$ cat config.mk
export PLATFORM = sky130hd
export DESIGN_NAME = ebsc_ctrl
export DESIGN_NICKNAME = d
export VERILOG_FILES = /design/src/rtl/ebsc_pkg.sv /design/src/rtl/ebsc_ctrl.sv
export VERILOG_INCLUDE_DIRS = /design/src /design/src/rtl
export SDC_FILE = /design/constraint.sdc
export NUM_CORES = 1
export LEC_CHECK = 0
export BUFFER_PORTS_ARGS = -buffer_cell sky130_fd_sc_hd__buf_4
export CAP_MARGIN = 10
export CORE_MARGIN = 1.5
export CORE_UTILIZATION = 34
export DETAILED_ROUTE_END_ITERATION = 8
export SETUP_SLACK_MARGIN = 0.15
export SLEW_MARGIN = 10
export SYNTH_ARGS = -nofsm -noshare
export SYNTH_HDL_FRONTEND = slang
export SYNTH_SLANG_ARGS = --single-unit
$ cat constraint.sdc
create_clock -name clk -period 1.6 [get_ports clk]
set_input_delay 0.16 -clock clk [delete_from_list [all_inputs] [get_ports clk]]
set_output_delay 0.16 -clock clk [all_outputs]
set_load 0.005 [all_outputs]
$ cat src/rtl/ebsc_params.svh
// constants for the external bus signal control block
// assumes a 100 MHz core clock shared with the bus clock output
`ifndef EBSC_PARAMS_SVH
`define EBSC_PARAMS_SVH
`define EBSC_CT_W          4
`define EBSC_CT_IDLE       4'h0
`define EBSC_RST_STRETCH   4'h4
`define EBSC_DS_CYCLES     1
`endif

$ cat src/rtl/ebsc_pkg.sv
// types for the external bus signal control block
// used by ebsc_ctrl only
`include "ebsc_params.svh"
package ebsc_pkg;
    typedef enum logic [1:0] {EBSC_IDLE, EBSC_ADDR, EBSC_DATA} ebsc_state_t;
endpackage

$ cat src/rtl/ebsc_ctrl.sv
// bus master signal control: burst, cycle type, write/read, data strobe,
// reservation cancel and reset output; bus pins are sampled on clk
`timescale 1ns/1ns
`include "ebsc_params.svh"

// Summary of operation
// - every bus output changes on the rising clock edge, except the reset output, which drops at once with rst_n, and the bus clock, which is clk.
// - an asserted cancel-reservation input clears the pending reservation.
// - the data strobe pulses when a chip-select cycle ends by internal ack or bus-monitor error.
// - the data strobe also pulses at the end of each show cycle.
// - the reset output stays asserted while the device is in reset.
// - the hard reset input puts the device and all bus devices into reset.
// - burst is asserted for burst cycles and negated for single beats.
// - a four-bit cycle-type code goes out with each cycle started.
// - write/read is low for write and high for read.
module ebsc_ctrl
    import ebsc_pkg::*;
(
    // clock and reset
    input  wire logic                 clk,
    input  wire logic                 rst_n,
    // bus clock and reset outputs
    output logic                      bus_clock_output,
    output logic                      reset_output_n,
    // internal request side
    input  wire logic                 req_valid,
    output logic                      req_ready,
    input  wire logic                 req_write,
    input  wire logic                 req_burst,
    input  wire logic [`EBSC_CT_W-1:0] req_cycle_type,
    input  wire logic                 req_cs_ctrl,
    input  wire logic                 req_show,
    input  wire logic                 set_reservation,
    input  wire logic                 cs_internal_ack,
    input  wire logic                 bmt_internal_err,
    output logic                      done_pulse,
    output logic                      done_error,
    output logic                      reservation_held,
    // external bus pins
    input  wire logic                 transfer_ack_n,
    input  wire logic                 transfer_error_ack_n,
    input  wire logic                 cancel_reservation_in_n,
    output logic                      burst_n,
    output logic [`EBSC_CT_W-1:0]     cycle_type_code,
    output logic                      write_read,
    output logic                      data_strobe_out_n
);
    ebsc_state_t       state_reg, state_next;
    logic              ta_m_reg, ta_s_reg, tea_m_reg, tea_s_reg, cr_m_reg, cr_s_reg;
    logic              burst_reg, burst_next, wr_reg, wr_next;
    logic [`EBSC_CT_W-1:0] ct_reg, ct_next;
    logic              cs_reg, cs_next, show_reg, show_next;
    logic              ds_reg, ds_next, done_reg, done_next, err_reg, err_next;
    logic              resv_reg, resv_next;
    logic [3:0]        rcnt_reg, rcnt_next;
    logic              ta_hit, tea_hit, end_now;

    // two-flop synchronisers for pins from the far side
    always_ff @(posedge clk)
    begin
        ta_m_reg  <= transfer_ack_n;
        ta_s_reg  <= ta_m_reg;
        tea_m_reg <= transfer_error_ack_n;
        tea_s_reg <= tea_m_reg;
        cr_m_reg  <= cancel_reservation_in_n;
        cr_s_reg  <= cr_m_reg;
    end

    assign ta_hit  = !ta_s_reg || (cs_reg && cs_internal_ack);
    assign tea_hit = !tea_s_reg || (cs_reg && bmt_internal_err);
    assign end_now = (state_reg == EBSC_DATA) && (ta_hit || tea_hit || show_reg);
    assign req_ready = (state_reg == EBSC_IDLE);

    always_comb
    begin
        state_next = state_reg;
        burst_next = burst_reg;
        wr_next    = wr_reg;
        ct_next    = ct_reg;
        cs_next    = cs_reg;
        show_next  = show_reg;
        ds_next    = 1'b0;
        done_next  = 1'b0;
        err_next   = err_reg;
        resv_next  = resv_reg;
        rcnt_next  = (rcnt_reg != 4'h0) ? rcnt_reg - 4'h1 : 4'h0;
        if (set_reservation)
            resv_next = 1'b1;
        if (!cr_s_reg)
            resv_next = 1'b0;
        unique case (state_reg)
            EBSC_IDLE:
            begin
                if (req_valid)
                begin
                    burst_next = req_burst;
                    ct_next    = req_cycle_type;
                    wr_next    = !req_write;
                    cs_next    = req_cs_ctrl;
                    show_next  = req_show;
                    state_next = EBSC_ADDR;
                end
            end
            EBSC_ADDR:
                state_next = EBSC_DATA;
            EBSC_DATA:
            begin
                if (end_now)
                begin
                    ds_next    = cs_reg || show_reg;
                    done_next  = 1'b1;
                    err_next   = tea_hit && !show_reg;
                    burst_next = 1'b0;
                    ct_next    = `EBSC_CT_IDLE;
                    state_next = EBSC_IDLE;
                end
            end
        endcase
    end

    always_ff @(posedge clk)
    begin
        if (!rst_n)
        begin
            state_reg <= EBSC_IDLE;
            burst_reg <= 1'b0;
            wr_reg    <= 1'b1;
            ct_reg    <= `EBSC_CT_IDLE;
            cs_reg    <= 1'b0;
            show_reg  <= 1'b0;
            ds_reg    <= 1'b0;
            done_reg  <= 1'b0;
            err_reg   <= 1'b0;
            resv_reg  <= 1'b0;
            rcnt_reg  <= `EBSC_RST_STRETCH;
        end
        else
        begin
            state_reg <= state_next;
            burst_reg <= burst_next;
            wr_reg    <= wr_next;
            ct_reg    <= ct_next;
            cs_reg    <= cs_next;
            show_reg  <= show_next;
            ds_reg    <= ds_next;
            done_reg  <= done_next;
            err_reg   <= err_next;
            resv_reg  <= resv_next;
            rcnt_reg  <= rcnt_next;
        end
    end

    // bus clock is the core clock
    // a divided copy would add skew between pins and their sampling edge
    assign bus_clock_output = clk;

    assign reset_output_n    = rst_n && (rcnt_reg == 4'h0);
    assign burst_n           = !burst_reg;
    assign cycle_type_code   = ct_reg;
    assign write_read        = wr_reg;
    assign data_strobe_out_n = !ds_reg;
    assign done_pulse        = done_reg;
    assign done_error        = err_reg;
    assign reservation_held  = resv_reg;

    // assertions
    AST_RESET_OUT: assert property (@(posedge clk) !rst_n |=> !reset_output_n)
        else $error("reset output released during reset");
    AST_RESET_STRETCH: assert property (@(posedge clk) $rose(rst_n) |-> !reset_output_n[*4])
        else $error("reset output not stretched");
    AST_CANCEL: assert property (@(posedge clk) disable iff (!rst_n)
        !cr_s_reg |=> !reservation_held)
        else $error("reservation survived cancel");
    AST_SET: assert property (@(posedge clk) disable iff (!rst_n)
        (set_reservation && cr_s_reg) |=> reservation_held)
        else $error("reservation not set");
    AST_DS_CS: assert property (@(posedge clk) disable iff (!rst_n)
        (state_reg == EBSC_DATA && cs_reg && ta_hit) |=> !data_strobe_out_n)
        else $error("no strobe at chip-select end");
    AST_DS_ONE: assert property (@(posedge clk) disable iff (!rst_n)
        !data_strobe_out_n |=> data_strobe_out_n)
        else $error("data strobe longer than one cycle");
    AST_DS_SHOW: assert property (@(posedge clk) disable iff (!rst_n)
        (state_reg == EBSC_DATA && show_reg) |=> !data_strobe_out_n ##1 data_strobe_out_n)
        else $error("show cycle strobe wrong");
    AST_DONE_TA: assert property (@(posedge clk) disable iff (!rst_n)
        (state_reg == EBSC_DATA && !ta_s_reg) |=> done_pulse)
        else $error("ack did not complete transfer");
    AST_ERR_TEA: assert property (@(posedge clk) disable iff (!rst_n)
        (state_reg == EBSC_DATA && !tea_s_reg && !show_reg) |=> done_pulse && done_error)
        else $error("error ack not reported");
    AST_BURST: assert property (@(posedge clk) disable iff (!rst_n)
        (req_valid && req_ready) |=> (burst_n == !$past(req_burst)))
        else $error("burst output mismatch");
    AST_BURST_END: assert property (@(posedge clk) disable iff (!rst_n)
        done_pulse |-> burst_n)
        else $error("burst still asserted after cycle end");
    AST_CT: assert property (@(posedge clk) disable iff (!rst_n)
        (req_valid && req_ready) |=> (cycle_type_code == $past(req_cycle_type)))
        else $error("cycle type mismatch");
    AST_CT_IDLE: assert property (@(posedge clk) disable iff (!rst_n)
        (state_reg == EBSC_IDLE) |-> (cycle_type_code == `EBSC_CT_IDLE))
        else $error("cycle type driven while idle");
    AST_WR: assert property (@(posedge clk) disable iff (!rst_n)
        (req_valid && req_ready) |=> (write_read == !$past(req_write)))
        else $error("write/read polarity wrong");
    AST_CLK_LOW: assert property (@(posedge clk) !bus_clock_output)
        else $error("bus clock low phase missing");
    AST_CLK_HIGH: assert property (@(negedge clk) bus_clock_output)
        else $error("bus clock high phase missing");

    COV_CS_END: cover property (@(posedge clk) !data_strobe_out_n && cs_reg);
    COV_SHOW: cover property (@(posedge clk) !data_strobe_out_n && show_reg);
    COV_ERR: cover property (@(posedge clk) done_pulse && done_error);
    COV_BURST: cover property (@(posedge clk) !burst_n && !write_read);
endmodule

==> impl_results.md, run 1 <==
- Post-synthesis mux area share: 8.322%
- WP data required: 1440 ps
- Average vias per placed instance: 4.653
- Synth cell types: 28
- Number of max-cap violations: 0
- Final hold vios: 0
- Total iterations of the first detailed-routing run: 4
- DRC viols: 0
- Cell area after layout: 1439 µm²
- Die height: 56.20 µm
- Area growth syn-to-layout: 49.54%
- Async set-reset flop share out of synthesis: 0%
- Static leakage: 0.6614 nW
- Gr ovfl total: 0
- Total vias in the final route: 791
- Post-synthesis sequential area ratio: 49.93%
- Top cell type's share of synthesized area: 49.93%
- Launch point of the worst reg-to-reg path: state_reg[0]$_SDFFE_PN0P_
- Slew Limit Fails: 0
- Initial antenna violation count: 0
- Clock latency on the worst-skew pair: 430 ps
- PD cells: 1375 nW/µm²
- Die area: 3158 µm²
- Seq cells post-synth: 24
- Reg clk slew, reported paths: 140 ps
- HP Start: req_cycle_type[3]
- Max incr delay on CP: 340 ps
- # diodes: 0
- RSZ-0062 raised after global routing: yes
- Net count after synthesis: 113
- TritonCTS clock tree: built
- Syn Std Cell Area: 962.2 µm²
- Layout cells sized above 1: 41.73%
- Clock skew: 15.16 ps
- Max transition margin: 79.12%
- Initial Util: 35.50%
- WP data arrival: 1260 ps
- Layout Nets: 162
- Warning count from the yosys run: 0
- Min-delay worst type: in2reg
- Antenna viol nets, final: 0
- First-pass GRT wire length: 3256 µm
- Slew @ Worst Pin: 311.3 ps
- Post-synth top cells: dfxtp_1 (24), inv_1 (9), mux2i_1 (8), nand2_1 (8), nor3_1 (8)
- Top_reg_cell synth: dfxtp_1
- DP Cell Count: 149
- Slowest cell on crit path: dfxtp_2
- Finished Layout Cells: 170
- Vias in the first global route: 789
- Critical Path End Type: output port
- I/O Buffers: 29
- DR iter-0 viols: 24
- Die X: 56.20 µm
- R2r worst-path depth: 5
- Top Ports: 30
- DP Area: 1206 µm²
- Crit path time final: 1424 ps
- Most frequent cell after synthesis: dfxtp_1
- DRT Wirelength: 1931 µm
- Register area: 484.2 µm²
- Worst Setup SP: rcnt_reg[0]$_SDFF_PN0_
- Synth Instances: 91
- DR WL/cell: 11.36 µm
- Maximum vdd drop: 0.8451 mV
- Kind of critical path: reg2out
- Largest family of logic cells by synthesized area: simple AND/OR/NAND/NOR gates
- Final Setup Violations: 0
- Post-Synth Simple-Gate Area: 16.25%
- Maximum number of pins on one net before global-route repair: 14
- Synthesized-area fraction occupied by adder cells: 6.502%
- Critical-path cell list: inv_2 -> ha_4 -> nand2b_4 -> nor3_2 -> buf_4
- Hold Crit Depth: 3
- Avg Cell Area, Syn: 10.57 µm²
- Multi-input logic area: 471.7 µm²
- Cell Rows: 19
- Final TNS setup: 0 ps
- # fillers: 264
- Synth area leaders: dfxtp_1 (50%), mux2i_1 (8.3%), ha_1 (6.5%)
- Count of flip-flops with a built-in enable after synthesis: 0
- Status: complete, no violations
- Largest fanout on the critical path: 3
- Xor/xnor share of the synthesized area: 0%
- Period Utilization, post-route: 89.03%
- Core area: 2710 µm²
- Post-DP HPWL: 1335 µm
- Routability congestion estimate: 0.6911
- GRT Overall Usage: 13.83%
- Synth area leader: dfxtp_1
- CP Launch Type: register
- Compound-Gate Fraction of Synth Area: 13.78%
- Fmax: 702.0 MHz
==> layout by cell type, fill, tap and decap left out, types with 3 or more instances in the layout <==
cell / synthesis / routed
buf_4: 1 / 33
dfxtp_1: 24 / 21
dlygate4sd3_1: 0 / 10
nand2_1: 8 / 8
mux2i_1: 8 / 8
inv_1: 9 / 7
nor3_1: 8 / 7
clkbuf_4: 0 / 6
nor2_1: 4 / 4
dfxtp_2: 0 / 3
==> routing by layer <==
| layer | track usage (%) | share of wire, % | wire length (µm) | vias to the layer above |
|---|---|---|---|---|
| li1 | - | - | - | 406 |
| met1 | 15.31 | 45 | 872 | 360 |
| met2 | 22.18 | 48 | 934 | 23 |
| met3 | 6.047 | 5.3 | 102 | 2 |
| met4 | 7.483 | 1.1 | 21 | 0 |
| met5 | 0 | 0 | 0 | - |
==> timing repair <==
item / CTS / global route
buffers inserted: 3 / 1
endpoints found under the hold margin: 9 / 1
resized for setup: 9 / 3
pin swaps: 2 / 2
hold buffers: 9 / 1
setup endpoints to repair: 2 / 7
==> final cells by class <==
class                   instances  share of cell area (%)
well taps                      31                   2.696
flip-flops and latches         24                   33.65
inverters                      10                   2.609
repair buffers                 42                   23.65
multi-input cells              55                   32.78
clock buffers                   8                   4.609
==> cells by family after synthesis <==
logic type / count (synthesis)
AO/OA/AOI/OAI: 14
adder cells (fa/ha/maj): 5
buffers and inverters: 12
flip-flops: 24
multiplexers: 8
AND/OR/NAND/NOR: 28
==> critical path: cells and delay by family, from the launching register on <==
| family | cells | cell delay [ps] |
|---|---|---|
| adders and majority gates | 1 | 140 |
| buffers and inverters | 2 | 200 |
| DFF | 1 | 340 |
| and+or+nand+nor | 2 | 160 |
==> power by group <==
part           switching (mW)  total [mW]  internal [mW]
clock network           0.219       0.471          0.252
logic                   0.322       0.725          0.403
registers              0.0717       0.782          0.710
==> worst paths after layout <==
| path | slack, ps | endpoint |
|---|---|---|
| min reg2reg | 340 | tea_s_reg$_DFF_P_ |
| max reg2reg | 230 | cycle_type_code[0]$_SDFFE_PN0P_ |
| min | 7 | cycle_type_code[3]$_SDFFE_PN0P_ |
| max | 180 | reset_output_n |
==> stage by stage <==
stage                     total power [mW]  hold slack (ps)  setup slack, ps  utilization, %
after floorplan                      1.216            187.7            319.1               -
after global placement               1.398            240.8            263.5           44.51
after detailed placement             1.416            240.8            199.2           44.51
after CTS                            1.966           -26.78            80.35           51.94
after global routing                 2.130            12.03            93.16           53.09
final                                1.978            7.331            175.6           53.09
Note: power is estimated with default switching activity, not from simulation.
==> run 2, diff against run 1 <==
--- a/config.mk
+++ b/config.mk
@@ -7,11 +7,10 @@
 export NUM_CORES = 1
 export LEC_CHECK = 0
 export BUFFER_PORTS_ARGS = -buffer_cell sky130_fd_sc_hd__buf_4
-export CAP_MARGIN = 10
 export CORE_MARGIN = 1.5
 export CORE_UTILIZATION = 34
 export DETAILED_ROUTE_END_ITERATION = 8
-export SETUP_SLACK_MARGIN = 0.15
+export SETUP_SLACK_MARGIN = 0.3
 export SLEW_MARGIN = 10
 export SYNTH_ARGS = -nofsm -noshare
 export SYNTH_HDL_FRONTEND = slang
==> impl_results.md, run 2 (same netlist as run 1, synthesis figures left out) <==
- WP data required: 1440 ps
- Clock skew: 11.73 ps
- Slowest cell on crit path: dfxtp_2
- # fillers: 261
- Register share of total power: 36.7%
- Top Ports: 30
- Clock Power Share: 24.8%
- Setup WS pre-CTS: 199.2 ps
- PnR worst setup slack: 182.1 ps
- DR WL/cell: 11.64 µm
- Status: complete, no violations
- Internal: 1.506 mW
- Layout Nets: 166
- Slew Limit Fails: 0
- Post-DP HPWL: 1335 µm
- DR iter-0 viols: 29
- Core area: 2710 µm²
- Cell Rows: 19
- Logic gate share of total power: 38.5%
- Tot Pwr: 2.169 mW
- Static leakage: 0.6897 nW
- Commonest non-fill, non-tap cell in the layout: buf_4
- Antenna viol nets, final: 0
- Multi-input logic area: 481.7 µm²
- Maximum vdd drop: 0.8341 mV
- RSZ-0062 raised after global routing: yes
- Critical Path End Type: output port
- TritonCTS clock tree: built
- Final hold vios: 0
- Layout cells sized above 1: 45.45%
- WP data arrival: 1260 ps
- Die X: 56.20 µm
- Initial antenna violation count: 0
- Gr ovfl total: 0
- Clock latency on the worst-skew pair: 430 ps
- Die area: 3158 µm²
- CP Launch Type: register
- Largest fanout on the critical path: 2
- Final Setup Violations: 0
- Fmax: 705.3 MHz
- Reg clk slew, reported paths: 140 ps
- Die height: 56.20 µm
- Fin Hold WS: 11.40 ps
- Slew @ Worst Pin: 313.7 ps
- Total vias in the final route: 814
- Total net switching power: 0.6629 mW
- I/O Buffers: 29
- Total iterations of the first detailed-routing run: 4
- Initial Util: 35.50%
- Critical-path cell list: inv_2 -> ha_4 -> nand2b_4 -> nor3_2 -> buf_4
- DRT Wirelength: 2025 µm
- GRT Overall Usage: 14.22%
- DRC viols: 0
- Maximum number of pins on one net before global-route repair: 14
- Routability congestion estimate: 0.6911
- First-pass GRT wire length: 3353 µm
- Number of max-cap violations: 0
- Max transition margin: 78.96%
- # diodes: 0
- Area growth syn-to-layout: 56.57%
- Vias in the first global route: 812
- Min-delay worst type: in2reg
- PD cells: 1440 nW/µm²
- Kind of critical path: reg2out
- Period Utilization, post-route: 88.62%
- Commonest cells after routing, fill and taps aside: buf_4 (35), dfxtp_1 (20), dlygate4sd3_1 (10), nand2_1 (8), mux2i_1 (8)
- Max incr delay on CP: 340 ps
- Average vias per placed instance: 4.678
- Final TNS setup: 0 ps
- Net Sw Frac: 30.56%
- Register area: 488.0 µm²
- Crit path time final: 1418 ps
[run 2: changes by cell type in the layout (fill, tap and decap cells not counted), sizes merged]
cell / change
buf: +6
clkbuf: -2
[run 2: power groups by stage]
stage | Combinational, mW | Clock [mW] | Sequential (mW)
5_1_grt | 0.920 | 0.604 | 0.814
6_report | 0.834 | 0.539 | 0.796
4_1_cts | 0.798 | 0.541 | 0.783
2_1_floorplan | 0.401 | 0.0405 | 0.775
3_5_place_dp | 0.589 | 0.0405 | 0.787
3_3_place_gp | 0.575 | 0.0405 | 0.782
[run 2: per-layer routing]
metal | up-vias | routed length (µm) | global-route usage (%)
met3 | 2 | 110 | 6.279
li1 | 414 | - | -
met5 | - | 0 | 0
met4 | 0 | 21 | 7.483
met2 | 25 | 1008 | 23.03
met1 | 373 | 885 | 15.60
[run 2: worst paths after layout]
path,depth (start not counted),start,endpoint,slack (ps)
max reg2reg,5,state_reg[1]$_SDFFE_PN0P_,cycle_type_code[2]$_SDFFE_PN0P_,360
min reg2reg,0,tea_m_reg$_DFF_P_,tea_s_reg$_DFF_P_,340
min,3,req_cycle_type[3],cycle_type_code[3]$_SDFFE_PN0P_,10
max,5,rcnt_reg[0]$_SDFF_PN0_,reset_output_n,180
[run 2: critical path, delay by kind of cell, from the launching register on]
kind | cells | cell delay (ps)
AND/OR/NAND/NOR | 2 | 150
buffers and inverters | 2 | 200
adder cells (fa/ha/maj) | 1 | 140
flip-flops | 1 | 340
[run 2: timing repair]
item	CTS	global route
endpoints found under the hold margin	9	1
buffers inserted	7	1
hold buffers	9	1
gates resized for setup	18	7
setup endpoints to repair	10	8
pin swaps	4	5
[run 2: layout make-up]
cell class | instances | share of cell area [%]
tap | 31 | 2.575
clock buffer | 8 | 5.150
inverter | 10 | 2.824
timing repair buffer | 46 | 25.08
sequential | 24 | 32.39
multi-input combinational | 55 | 31.98
[run 2: through the flow]
stage,cells,area (µm²),util (%)
global placement,149,1206,44.51
finish,174,1506,55.59
global route,174,1506,55.59
floorplan,91,962.2,-
CTS,172,1466,54.11
detailed placement,149,1206,44.51
